$ cat config.mk
export PLATFORM = sky130hd
export DESIGN_NAME = qlc_data_pins
export DESIGN_NICKNAME = d
export VERILOG_FILES = /design/src/verilog/qlc_data_pins.v
export VERILOG_INCLUDE_DIRS = /design/src /design/src/verilog
export SDC_FILE = /design/constraint.sdc
export NUM_CORES = 1
export LEC_CHECK = 0
export BUFFER_PORTS_ARGS = -buffer_cell sky130_fd_sc_hd__buf_2
export CORE_ASPECT_RATIO = 1.25
export CORE_UTILIZATION = 45
export DETAILED_ROUTE_END_ITERATION = 8
export SYNTH_ARGS = -nofsm -noshare
export SYNTH_HDL_FRONTEND = slang
export SYNTH_SLANG_ARGS = --single-unit
$ cat constraint.sdc
create_clock -name pclk -period 5.85 [get_ports pclk]
set_input_delay 0.2925 -clock pclk [delete_from_list [all_inputs] [get_ports pclk]]
set_output_delay 0.2925 -clock pclk [all_outputs]
set_load 0.01 [all_outputs]
$ cat src/verilog/qlc_consts.vh
/*
 Constants for the quad line data pin control block: register offsets,
 field positions, reset values, line symbol codes and decode tables.
 Assumes inclusion by the design files by bare name only.
*/
`ifndef QLC_CONSTS_VH
`define QLC_CONSTS_VH

`define QLC_NCH 4
`define QLC_PIPE_DEPTH 8

`define QLC_OFF_CTRL 12'h000
`define QLC_OFF_STATUS 12'h004

`define QLC_CTRL_SINGLE_RAIL 0
`define QLC_CTRL_E1_RATE 1
`define QLC_CTRL_AMI_LSB 4
`define QLC_CTRL_AMI_MSB 7
`define QLC_CTRL_MUTE 8
`define QLC_CTRL_RESET 32'h0000_0001
`define QLC_CTRL_WMASK 32'h0000_01F3

`define QLC_ST_LOS_LSB 0
`define QLC_ST_RES_LSB 4
`define QLC_ST_CPU_LSB 6
`define QLC_ST_HW 8

`define QLC_SYM_ZERO 2'h0
`define QLC_SYM_ONE 2'h1
`define QLC_SYM_BIP 2'h2
`define QLC_SYM_VIOL 2'h3

`define QLC_B8ZS_PATTERN 16'h038E
`define QLC_TAP_E1 3
`define QLC_TAP_T1 7

`define QLC_TERM_NONE 4'h1
`define QLC_TERM_240 4'h2
`define QLC_TERM_210 4'h4
`define QLC_TERM_150 4'h8

`endif

$ cat src/verilog/qlc_data_pins.v
/*
 Quad line data pin control: pin synchronisers, per-channel transmit
 line coder, receive line decoder with violation flagging, loss-of-signal
 stretching and muting, termination decode and an APB register slave.
 Assumes every pin input is asynchronous to pclk and that the recovered
 receive clocks and transmit clocks are far slower than pclk.
*/
`timescale 1ns/1ps
`default_nettype none
`include "qlc_consts.vh"

module qlc_sync #(
  parameter W = 1
) (
  input wire pclk,
  input wire presetn,
  input wire [W-1:0] d,
  output reg [W-1:0] q
);
  reg [W-1:0] meta_reg;

  always @(posedge pclk or negedge presetn) begin
    if (!presetn) begin
      meta_reg <= {W{1'b0}};
      q <= {W{1'b0}};
    end else begin
      meta_reg <= d;
      q <= meta_reg;
    end
  end
endmodule

// Functional notes
// - Mute high and loss of signal force both receive rails low.
// - One shared mute control governs all four receive channels.
// - Resistor select pins decode to none, 240, 210 or 150 ohm termination.
// - Edge select high: rail data stable for framer sampling on falling edge.
// - Edge select low: receive rails update on rising recovered clock edge.
// - Transmit edge select high: sample transmit data on rising clock edge.
// - Transmit edge select low: sample transmit data on falling clock edge.
// - Coding select low enables HDB3 at E1 or B8ZS at T1.
// - Coding select high selects plain AMI both directions.
// - Single-rail: framer drives NRZ data, device encodes it onto the line.
// - Dual-rail: framer drives encoded rails, device transmits them unchanged.
// - Host mode reads the two edge select pins as bus type selection.
// - Mode pin high selects hardware mode, low selects host mode.
// - Loss output high at least one recovered clock cycle, whole loss.
// - Single-rail negative rail pulses one cycle per code violation.
module qlc_data_pins (
  input wire pclk,
  input wire presetn,
  input wire psel,
  input wire penable,
  input wire pwrite,
  input wire [11:0] paddr,
  input wire [31:0] pwdata,
  output reg [31:0] prdata,
  output reg pready,
  output reg pslverr,
  input wire control_mode_sel,
  input wire receive_mute_pin,
  input wire rx_resistor_sel_lo,
  input wire rx_resistor_sel_hi,
  input wire rx_clock_edge_sel,
  input wire tx_clock_edge_sel,
  input wire [3:0] rx_recovered_clock,
  input wire [3:0] rx_line_pos,
  input wire [3:0] rx_line_neg,
  input wire [3:0] rx_los_detect,
  input wire [3:0] tx_input_clock,
  input wire [3:0] tx_pos_rail_in,
  input wire [3:0] tx_neg_rail_in,
  output reg [3:0] rx_pos_rail_out,
  output reg [3:0] rx_neg_rail_out,
  output reg [3:0] rx_signal_lost_out,
  output reg [3:0] tx_line_plus,
  output reg [3:0] tx_line_minus,
  output reg [3:0] rx_term_sel,
  output reg [1:0] cpu_bus_type,
  output reg hw_mode_out
);
  wire [5:0] cfg_s;
  wire [3:0] rck_s, rp_s, rn_s, los_s, tck_s, tp_s, tn_s;
  reg [3:0] rck_d_reg, tck_d_reg;
  reg [31:0] ctrl_reg;
  wire hw_mode, mute_s, rcke_s, tcke_s;
  wire single_rail, e1_rate, mute_en;
  wire [3:0] ami_sel;
  reg [31:0] rd_next;

  // Configuration pins are static but still pass two flops.
  qlc_sync #(.W(6)) u_cfg_sync (
    .pclk(pclk),
    .presetn(presetn),
    .d({tx_clock_edge_sel, rx_clock_edge_sel, rx_resistor_sel_hi, rx_resistor_sel_lo,
        receive_mute_pin, ~control_mode_sel}),
    .q(cfg_s)
  );
  qlc_sync #(.W(28)) u_ch_sync (
    .pclk(pclk),
    .presetn(presetn),
    .d({rx_recovered_clock, rx_line_pos, rx_line_neg, rx_los_detect,
        tx_input_clock, tx_pos_rail_in, tx_neg_rail_in}),
    .q({rck_s, rp_s, rn_s, los_s, tck_s, tp_s, tn_s})
  );

  // The mode pin travels inverted so that reset means hardware mode, like an open pin.
  assign hw_mode = ~cfg_s[0];
  assign mute_s = cfg_s[1];
  assign rcke_s = cfg_s[4];
  assign tcke_s = cfg_s[5];
  assign single_rail = ctrl_reg[`QLC_CTRL_SINGLE_RAIL];
  assign e1_rate = ctrl_reg[`QLC_CTRL_E1_RATE];
  // The coding select shares the negative rail pin in single-rail hardware mode.
  assign ami_sel = hw_mode ? tn_s : ctrl_reg[`QLC_CTRL_AMI_MSB:`QLC_CTRL_AMI_LSB];
  assign mute_en = hw_mode ? mute_s : ctrl_reg[`QLC_CTRL_MUTE];

  always @(posedge pclk or negedge presetn) begin
    if (!presetn) begin
      rck_d_reg <= 4'h0;
      tck_d_reg <= 4'h0;
      rx_term_sel <= `QLC_TERM_NONE;
      cpu_bus_type <= 2'h0;
      hw_mode_out <= 1'b1;
    end else begin
      rck_d_reg <= rck_s;
      tck_d_reg <= tck_s;
      hw_mode_out <= hw_mode;
      case ({cfg_s[3], cfg_s[2]})
        2'b00: rx_term_sel <= `QLC_TERM_NONE;
        2'b01: rx_term_sel <= `QLC_TERM_240;
        2'b10: rx_term_sel <= `QLC_TERM_210;
        default: rx_term_sel <= `QLC_TERM_150;
      endcase
      cpu_bus_type <= hw_mode ? 2'h0 : {tcke_s, rcke_s};
    end
  end

  genvar i;
  generate
    for (i = 0; i < `QLC_NCH; i = i + 1) begin : g_ch
      reg [15:0] enc_reg;
      reg enc_par_reg, tx_pol_reg;
      reg [7:0] dd_reg, dv_reg, dp_reg;
      reg rx_pol_reg, rx_seen_reg, los_edge_reg;
      reg [15:0] enc_next;
      reg [1:0] tx_sym;
      reg [7:0] dd_next, dv_next;
      reg pulse, viol, tap_d, tap_v;
      wire tx_edge, rx_edge;

      // Edge select picks which transmit clock edge samples the data.
      assign tx_edge = tcke_s ? (tck_s[i] & ~tck_d_reg[i]) : (~tck_s[i] & tck_d_reg[i]);
      // Rails always launch on the rising edge, so they are steady at the
      // falling edge whichever edge the framer uses.
      assign rx_edge = rck_s[i] & ~rck_d_reg[i];

      always @* begin
        enc_next = {enc_reg[13:0], (tp_s[i] ? `QLC_SYM_ONE : `QLC_SYM_ZERO)};
        tx_sym = e1_rate ? enc_reg[2*`QLC_TAP_E1 +: 2] : enc_reg[2*`QLC_TAP_T1 +: 2];
        if (!tp_s[i] && !ami_sel[i]) begin
          if (e1_rate && enc_reg[5:0] == 6'h00) begin
            enc_next[1:0] = `QLC_SYM_VIOL;
            if (!enc_par_reg) begin
              enc_next[7:6] = `QLC_SYM_BIP;
            end
          end else if (!e1_rate && enc_reg[13:0] == 14'h0000) begin
            enc_next = `QLC_B8ZS_PATTERN;
          end
        end
        pulse = rp_s[i] | rn_s[i];
        viol = pulse & rx_seen_reg & (rp_s[i] == rx_pol_reg);
        dd_next = {dd_reg[6:0], pulse};
        dv_next = {dv_reg[6:0], viol};
        if (!ami_sel[i] && single_rail) begin
          if (e1_rate && viol && dd_reg[1:0] == 2'b00) begin
            dd_next[3:0] = 4'h0;
            dv_next[3:0] = 4'h0;
          end else if (!e1_rate && pulse && !viol && dv_reg[0] && !dd_reg[1] &&
                       dd_reg[2] && !dv_reg[2] && dv_reg[3] && dd_reg[6:4] == 3'b000 &&
                       rp_s[i] != dp_reg[0]) begin
            dd_next[4:0] = 5'h00;
            dv_next[4:0] = 5'h00;
          end
        end
        tap_d = e1_rate ? dd_reg[`QLC_TAP_E1] : dd_reg[`QLC_TAP_T1];
        tap_v = e1_rate ? dv_reg[`QLC_TAP_E1] : dv_reg[`QLC_TAP_T1];
      end

      always @(posedge pclk or negedge presetn) begin
        if (!presetn) begin
          enc_reg <= 16'h0000;
          enc_par_reg <= 1'b0;
          tx_pol_reg <= 1'b0;
          tx_line_plus[i] <= 1'b0;
          tx_line_minus[i] <= 1'b0;
        end else if (tx_edge) begin
          if (single_rail) begin
            enc_reg <= enc_next;
            if (enc_next[1:0] == `QLC_SYM_VIOL) begin
              enc_par_reg <= 1'b0;
            end else if (enc_next[1:0] != `QLC_SYM_ZERO) begin
              enc_par_reg <= ~enc_par_reg;
            end
            // Ones and fill pulses alternate; violations repeat the last sign.
            case (tx_sym)
              `QLC_SYM_ONE, `QLC_SYM_BIP: begin
                tx_line_plus[i] <= ~tx_pol_reg;
                tx_line_minus[i] <= tx_pol_reg;
                tx_pol_reg <= ~tx_pol_reg;
              end
              `QLC_SYM_VIOL: begin
                tx_line_plus[i] <= tx_pol_reg;
                tx_line_minus[i] <= ~tx_pol_reg;
              end
              default: begin
                tx_line_plus[i] <= 1'b0;
                tx_line_minus[i] <= 1'b0;
              end
            endcase
          end else begin
            tx_line_plus[i] <= tp_s[i];
            tx_line_minus[i] <= tn_s[i];
          end
        end
      end

      always @(posedge pclk or negedge presetn) begin
        if (!presetn) begin
          dd_reg <= 8'h00;
          dv_reg <= 8'h00;
          dp_reg <= 8'h00;
          rx_pol_reg <= 1'b0;
          rx_seen_reg <= 1'b0;
          los_edge_reg <= 1'b0;
          rx_signal_lost_out[i] <= 1'b0;
          rx_pos_rail_out[i] <= 1'b0;
          rx_neg_rail_out[i] <= 1'b0;
        end else begin
          // Loss output is held until a full recovered clock cycle has
          // passed and the detector has cleared.
          if (los_s[i]) begin
            rx_signal_lost_out[i] <= 1'b1;
            if (rx_edge && rx_signal_lost_out[i]) begin
              los_edge_reg <= 1'b1;
            end
          end else if (rx_edge && rx_signal_lost_out[i]) begin
            if (los_edge_reg) begin
              rx_signal_lost_out[i] <= 1'b0;
              los_edge_reg <= 1'b0;
            end else begin
              los_edge_reg <= 1'b1;
            end
          end
          if (rx_edge) begin
            dd_reg <= dd_next;
            dv_reg <= dv_next;
            dp_reg <= {dp_reg[6:0], rp_s[i]};
            if (pulse) begin
              rx_pol_reg <= rp_s[i];
              rx_seen_reg <= 1'b1;
            end
          end
          if (mute_en && (los_s[i] || rx_signal_lost_out[i])) begin
            rx_pos_rail_out[i] <= 1'b0;
            rx_neg_rail_out[i] <= 1'b0;
          end else if (rx_edge) begin
            if (single_rail) begin
              rx_pos_rail_out[i] <= tap_d;
              rx_neg_rail_out[i] <= tap_v;
            end else begin
              rx_pos_rail_out[i] <= rp_s[i];
              rx_neg_rail_out[i] <= rn_s[i];
            end
          end
        end
      end
    end
  endgenerate

  always @* begin
    rd_next = 32'h0000_0000;
    if (paddr == `QLC_OFF_CTRL) begin
      rd_next = ctrl_reg;
    end else if (paddr == `QLC_OFF_STATUS) begin
      rd_next[`QLC_ST_LOS_LSB +: 4] = rx_signal_lost_out;
      rd_next[`QLC_ST_RES_LSB +: 2] = cfg_s[3:2];
      rd_next[`QLC_ST_CPU_LSB +: 2] = cpu_bus_type;
      rd_next[`QLC_ST_HW] = hw_mode;
    end
  end

  // Reads are captured in the setup cycle so the access cycle ends at once.
  always @(posedge pclk or negedge presetn) begin
    if (!presetn) begin
      ctrl_reg <= `QLC_CTRL_RESET;
      prdata <= 32'h0000_0000;
      pready <= 1'b0;
      pslverr <= 1'b0;
    end else begin
      pready <= 1'b1;
      if (psel && !penable) begin
        prdata <= rd_next;
        pslverr <= (paddr != `QLC_OFF_CTRL) && (paddr != `QLC_OFF_STATUS);
      end
      if (psel && penable && pready && pwrite && paddr == `QLC_OFF_CTRL) begin
        ctrl_reg <= pwdata & `QLC_CTRL_WMASK;
      end
    end
  end
endmodule
`default_nettype wire
## After elaboration in Yosys (flattened, before gate mapping)

Cells that the tools add are included.

- Output and inout port bits: 61
- Memory bits (writable): 0
- Register bits: 273
- Bits in latches: 0
- ROM bits: 0
- Logic and storage cells: 468
- Bits of input ports: 83
- Memories kept: 0

- Div/mod/pow operators: 0
- Add/sub/neg operators: 0
- Multiply operators: 0
- $lt $le $gt $ge: 0
- Multiplexer cells: 162
- Shift-type cells: 0
- Bitwise operators: 46
- Equality and inequality tests: 28
- Reductions and logical operators: 163

Operators by type and width:

| cell | count |
|---|---|
| 2-to-1 mux 16 bit | 8 |
| 2-to-1 mux 1 bit | 93 |
| 2-to-1 mux 5 bit | 16 |
| logical AND 1 bit | 74 |
| logical NOT 14 bit | 4 |
| 2-to-1 mux 4 bit | 13 |
| nonzero test 2 bit | 20 |
| 2-to-1 mux 2 bit | 17 |
| 2-to-1 mux 8 bit | 4 |
| == test 2 bit, second input constant | 13 |
| logical NOT 6 bit | 4 |
| AND reduction 2 bit | 12 |
| AND reduction 3 bit | 8 |
| logical NOT 1 bit | 22 |
| NOT 1 bit | 22 |
| bitwise AND 1 bit | 20 |
| 2-to-1 mux 9 bit | 2 |
| one-hot mux 1 bit (2 select lines) | 8 |
| == test 12 x 3 -> 1 bit, second input constant | 1 |
| logical NOT 12 bit | 1 |
| logical NOT 3 bit | 4 |
| inequality test 12 x 3 -> 1 bit, second input constant | 1 |
| one-hot mux 4 bit (3 select lines) | 1 |
| nonzero test 12 bit | 1 |
| 7 further kinds | 30 |

## Longest topological paths before layout

- Depth after elaboration: 15
- Gate-level depth with buffers: 9
- Gate-level depth less buffers: 7

## Cells and area by module

Synthesis repeated with hierarchy kept, for this count alone.

- Cells, all modules: 1065
- Area total of the unflattened synthesis: 11444.7 um2

By module, submodules not included:

| module | seq. area each (um2) | times used | area an instance (um2) | cells each |
|---|---|---|---|---|
| qlc_data_pins | 5133.7 | 1 | 9743.1 | 997 |
| qlc_sync (u_ch_sync) | 1401.3 | 1 | 1401.3 | 56 |
| qlc_sync (u_cfg_sync) | 300.3 | 1 | 300.3 | 12 |

## Worst setup path before layout

No wires, ideal clock.

- Kind: reg-to-reg
- Start: register ctrl_reg[1]
- End: register tx_line_minus[0]
- Period minus slack after synthesis: 2388 ps
- Cell stages (with the launch flop): 9
- Library setup time: 83 ps
- Arrival: 2305 ps
- Data required time: 5767 ps
- Slack: 3462 ps
- Cell sequence: dfrtp_1 -> buf_1 -> clkbuf_1 -> mux2_2 -> ha_1 -> mux2i_1 -> a2111oi_0 -> o22ai_1 -> o21ai_0

- Word-level cells in the longest chain between the ends: 5
- Elaborated cells between the ends (all ways): 7

Ends and longest elaborated chain:

| element | RTL line | text |
|---|---|---|
| from (decl) | qlc_data_pins.v:85 | `reg [31:0] ctrl_reg;` |
| from (signal assigned) | qlc_data_pins.v:296 | `` ctrl_reg <= `QLC_CTRL_RESET; `` |
| from (signal assigned) | qlc_data_pins.v:307 | `` ctrl_reg <= pwdata & `QLC_CTRL_WMASK; `` |
| 2-to-1 mux 2 bit (*) | qlc_data_pins.v:160 | `` tx_sym = e1_rate ? enc_reg[2*`QLC_TAP_E1 +: 2] : enc_reg[2*`QLC_TAP_T1 +: 2]; `` |
| == test 2 x 1 -> 1 bit / == test 2 bit (equally long branches) | qlc_data_pins.v:206 | `case (tx_sym)` |
| OR reduction 2 bit | qlc_data_pins.v:206 |  |
| one-hot mux 1 bit (2 select lines) (*) | qlc_data_pins.v:206 |  |
| 2-to-1 mux 1 bit (*) | qlc_data_pins.v:198 | `if (single_rail) begin` |
| to (signal, indexed assignment) | qlc_data_pins.v:209 | `tx_line_minus[i] <= tx_pol_reg;` |
| to (signal, indexed assignment) | qlc_data_pins.v:214 | `tx_line_minus[i] <= ~tx_pol_reg;` |
| to (signal, indexed assignment) | qlc_data_pins.v:223 | `tx_line_minus[i] <= tn_s[i];` |
| to (decl) | qlc_data_pins.v:77 | `output reg [3:0] tx_line_minus,` |

Mark *: on every way between the ends. The rest lies on a longest branch, timed or not.
A chain may end at the register's enable or synchronous reset.

## Worst setup path in the final report

Same ends and word-level chain as after synthesis.

==> impl_metrics.json <==
{
  "synth.most_common_cell": "dfrtp_1",
  "max_stage_delay_ns": 1.00,
  "layout.nets": 1210,
  "crit_path_end": "tx_line_minus[0]",
  "n_antenna_cell": 0,
  "required_ns": 6.30,
  "synth_top_area_share_pct": 60.25,
  "place.port_buffers": 95,
  "final_util_pct": 54.10,
  "finalWeightedCongestion": 0.7758,
  "skew_ns": 0.01152,
  "rsz0062_at_grt": "false",
  "finalWirelength_mm": 22.91,
  "grt_max_degree": 195,
  "netSwitchingFraction_pct": 23.68,
  "coreArea_sq_um": 24500,
  "slew_viol_final": 0,
  "track_usage_pct": 18.72,
  "path_clk_slew_ns": 0.06,
  "vias": 7587,
  "die_y_microns": 178.5,
  "r2r-start": "ctrl_reg[1]",
  "pin_count": 144,
  "critPathCaptureType": "flip-flop",
  "cp.arrival_ns": 3.41,
  "start_util_pct": 45.77,
  "rows": 64,
  "crit_fanout": 21,
  "timing.slew.headroom_pct": 15.73,
  "setup_viol": 0,
  "final_antenna_net_count": 0,
  "multi_input_area_sq_um": 4045,
  "numCtsBuffers": 29,
  "fin_area_sq_um": 13260,
  "drive_above_1_share_pct": 18.20,
  "fmax_ghz": 0.3379,
  "htree_levels": 1,
  "worst_slew_pin_slew_ns": 1.262,
  "min_period_ns": 2.960,
  "drc": 0,
  "yosys-top-cells-area": "dfrtp_1 (60%), nand2_1 (6.5%), mux2_2 (4.5%), mux2i_1 (2.5%), a21oi_1 (2.2%)",
  "synth_cells": 999,
  "hold_class": "input pin to flip-flop",
  "dp.cells": 1382,
  "placedInstanceArea_sq_um": 11870,
  "clkPwrFrac_pct": 42.6,
  "fillCellCount": 2183,
  "synthArstFlopShare_pct": 100.0,
  "yosys-top-cells-count": "dfrtp_1 (270), nand2_1 (195), nor2_1 (57)",
  "syn_area_per_cell_sq_um": 11.23,
  "antenna_found_initial": 0,
  "r2r_cells": 7,
  "die_w_microns": 143.2,
  "leakage_nw": 6.255,
  "synth_flop_cell": "dfrtp_1",
  "r2r_slack_ns": 2.89,
  "synth-edff-count": 0,
  "cts_tree": "built",
  "grt-ovfl-total": 0,
  "clock-sinks": 273,
  "tns_ns": 0,
  "syn_to_final_growth_pct": 18.20,
  "seqCellArea_sq_um": 6835,
  "clockRootBuffer": "clkbuf_16",
  "die-area_sq_um": 25560,
  "worstSkewPairLatency_ns": 0.53,
  "synth-seq-area-share_pct": 60.95,
  "synth_top_area_cell": "dfrtp_1",
  "cp-startpoint": "ctrl_reg[1]",
  "ir_drop_uv": 246.5,
  "yosys.cell_types.count": 56,
  "wl_per_cell_microns": 15.55,
  "p_sw_w": 0.001035,
  "grt_pass1_vias": 7486,
  "drv_cap": 0,
  "p_int_w": 0.003334,
  "grt_pass1_wl_mm": 37.63,
  "syn_area_sq_um": 11210,
  "seq_power_share_pct": 49.3,
  "cts_buffer_depth": 3,
  "vias_per_cell": 5.151,
  "layout.cells.non_filler": 1473,
  "synth-seq-cells": 273,
  "hold_viol": 0,
  "whs_ns": 0.04927,
  "cp_slowest_cell": "dfrtp_1",
  "crit_chain": "buf_4 > mux2_2 > ha_1 > mux2i_1 > a2111oi_0 > o22ai_1 > o21ai_0",
  "r2r-end": "tx_line_minus[0]",
  "dr.pass1.iters": 4,
  "start_kind": "flip-flop",
  "period_share_pct": 50.59,
  "drtIter0Drc": 393,
  "post-cts-setup-buffers": 0,
  "largest_reg_flops": 64,
  "criticalPathCategory": "flip-flop to flip-flop",
  "p_comb_share_pct": 8.1,
  "pwr_density_cell_nw_per_um2": 329.6,
  "dpl.hpwl_mm": 14.58,
  "ys_warn_count": 0,
  "outcome": "complete, no violations"
}
area by class of cell:
class	instances	share of cell area (%)
Clock inverter	11	1.067
Inverter	6	0.1699
Multi-Input combinational cell	671	30.52
Sequential cell	273	51.57
Tap cell	330	3.115
Timing Repair Buffer	142	7.174
Clock buffer	40	6.390
power groups by stage:
| stage | combinational (W) | sequential, W | clock, W |
|---|---|---|---|
| after global routing | 0.000405 | 0.00217 | 0.00200 |
| after global placement | 0.000330 | 0.00218 | 0 |
| after floorplan | 0.000224 | 0.00216 | 0 |
| final | 0.000353 | 0.00215 | 0.00186 |
| after detailed placement | 0.000338 | 0.00218 | 0 |
| after CTS | 0.000360 | 0.00215 | 0.00192 |
critical path, delay by kind of cell, from the launching register on:
family,cells,cell delay (ns)
buffers and inverters,1,0.42
adders and majority gates,1,0.31
muxes,2,0.49
DFF,1,1.00
AOI/OAI and AO/OA,3,0.65
kinds of logic (layout without fill, tap and decap cells):
kind of cell    count (synthesis)  after routing  synth area share, %
compound gates                197            197                11.98
xor+xnor                        8              8               0.6248
fa+ha+maj                       4              4               0.4463
buf+inv                        77            199                3.715
flops                         273            273                60.95
mux                            73             73                7.018
other cells                     2             24              0.06697
simple gates                  365            365                15.20
how the worst min path moves through the flow:
stage	from	end	slack [ns]	depth (start not counted)
after floorplan	presetn	cpu_bus_type[0]	-0.003	0
after global placement	presetn	g_ch[0].enc_reg[12]	0.32	1
after detailed placement	presetn	g_ch[0].enc_reg[12]	0.31	1
after CTS	pwdata[7]	ctrl_reg[7]	0.03	2
after global routing	pwdata[7]	ctrl_reg[7]	0.03	2
final	pwdata[7]	ctrl_reg[7]	0.05	2
metal layers:
layer / track usage [%] / wire (microns) / vias to the layer above
li1: - / - / 3704
met1: 24.98 / 10200 / 3719
met2: 31.85 / 11460 / 133
met3: 2.470 / 795 / 31
met4: 5.242 / 452 / 0
met5: 0 / 0 / -
stage by stage:
stage	setup WS, ns	power (W)
2_1_floorplan	3.462	0.002383
3_3_place_gp	2.891	0.002513
3_5_place_dp	2.859	0.002523
4_1_cts	2.849	0.004433
5_1_grt	2.543	0.004574
6_report	2.891	0.004369
layout by cell type (no fill, tap or decap), types with 24 or more instances in the layout:
cell type,n
mux2_2,45
a21oi_1,50
dlygate4sd3_1,40
conb_1,24
o21ai_0,39
nor2_1,57
dfrtp_1,270
clkbuf_16,29
mux2i_1,28
buf_2,94
nand2_1,195
timing repair:
action,CTS,global route
hold buffers,40,0
endpoints found under the hold margin,117,0
resized for setup,0,0
(Power assumes the default switching activity.)
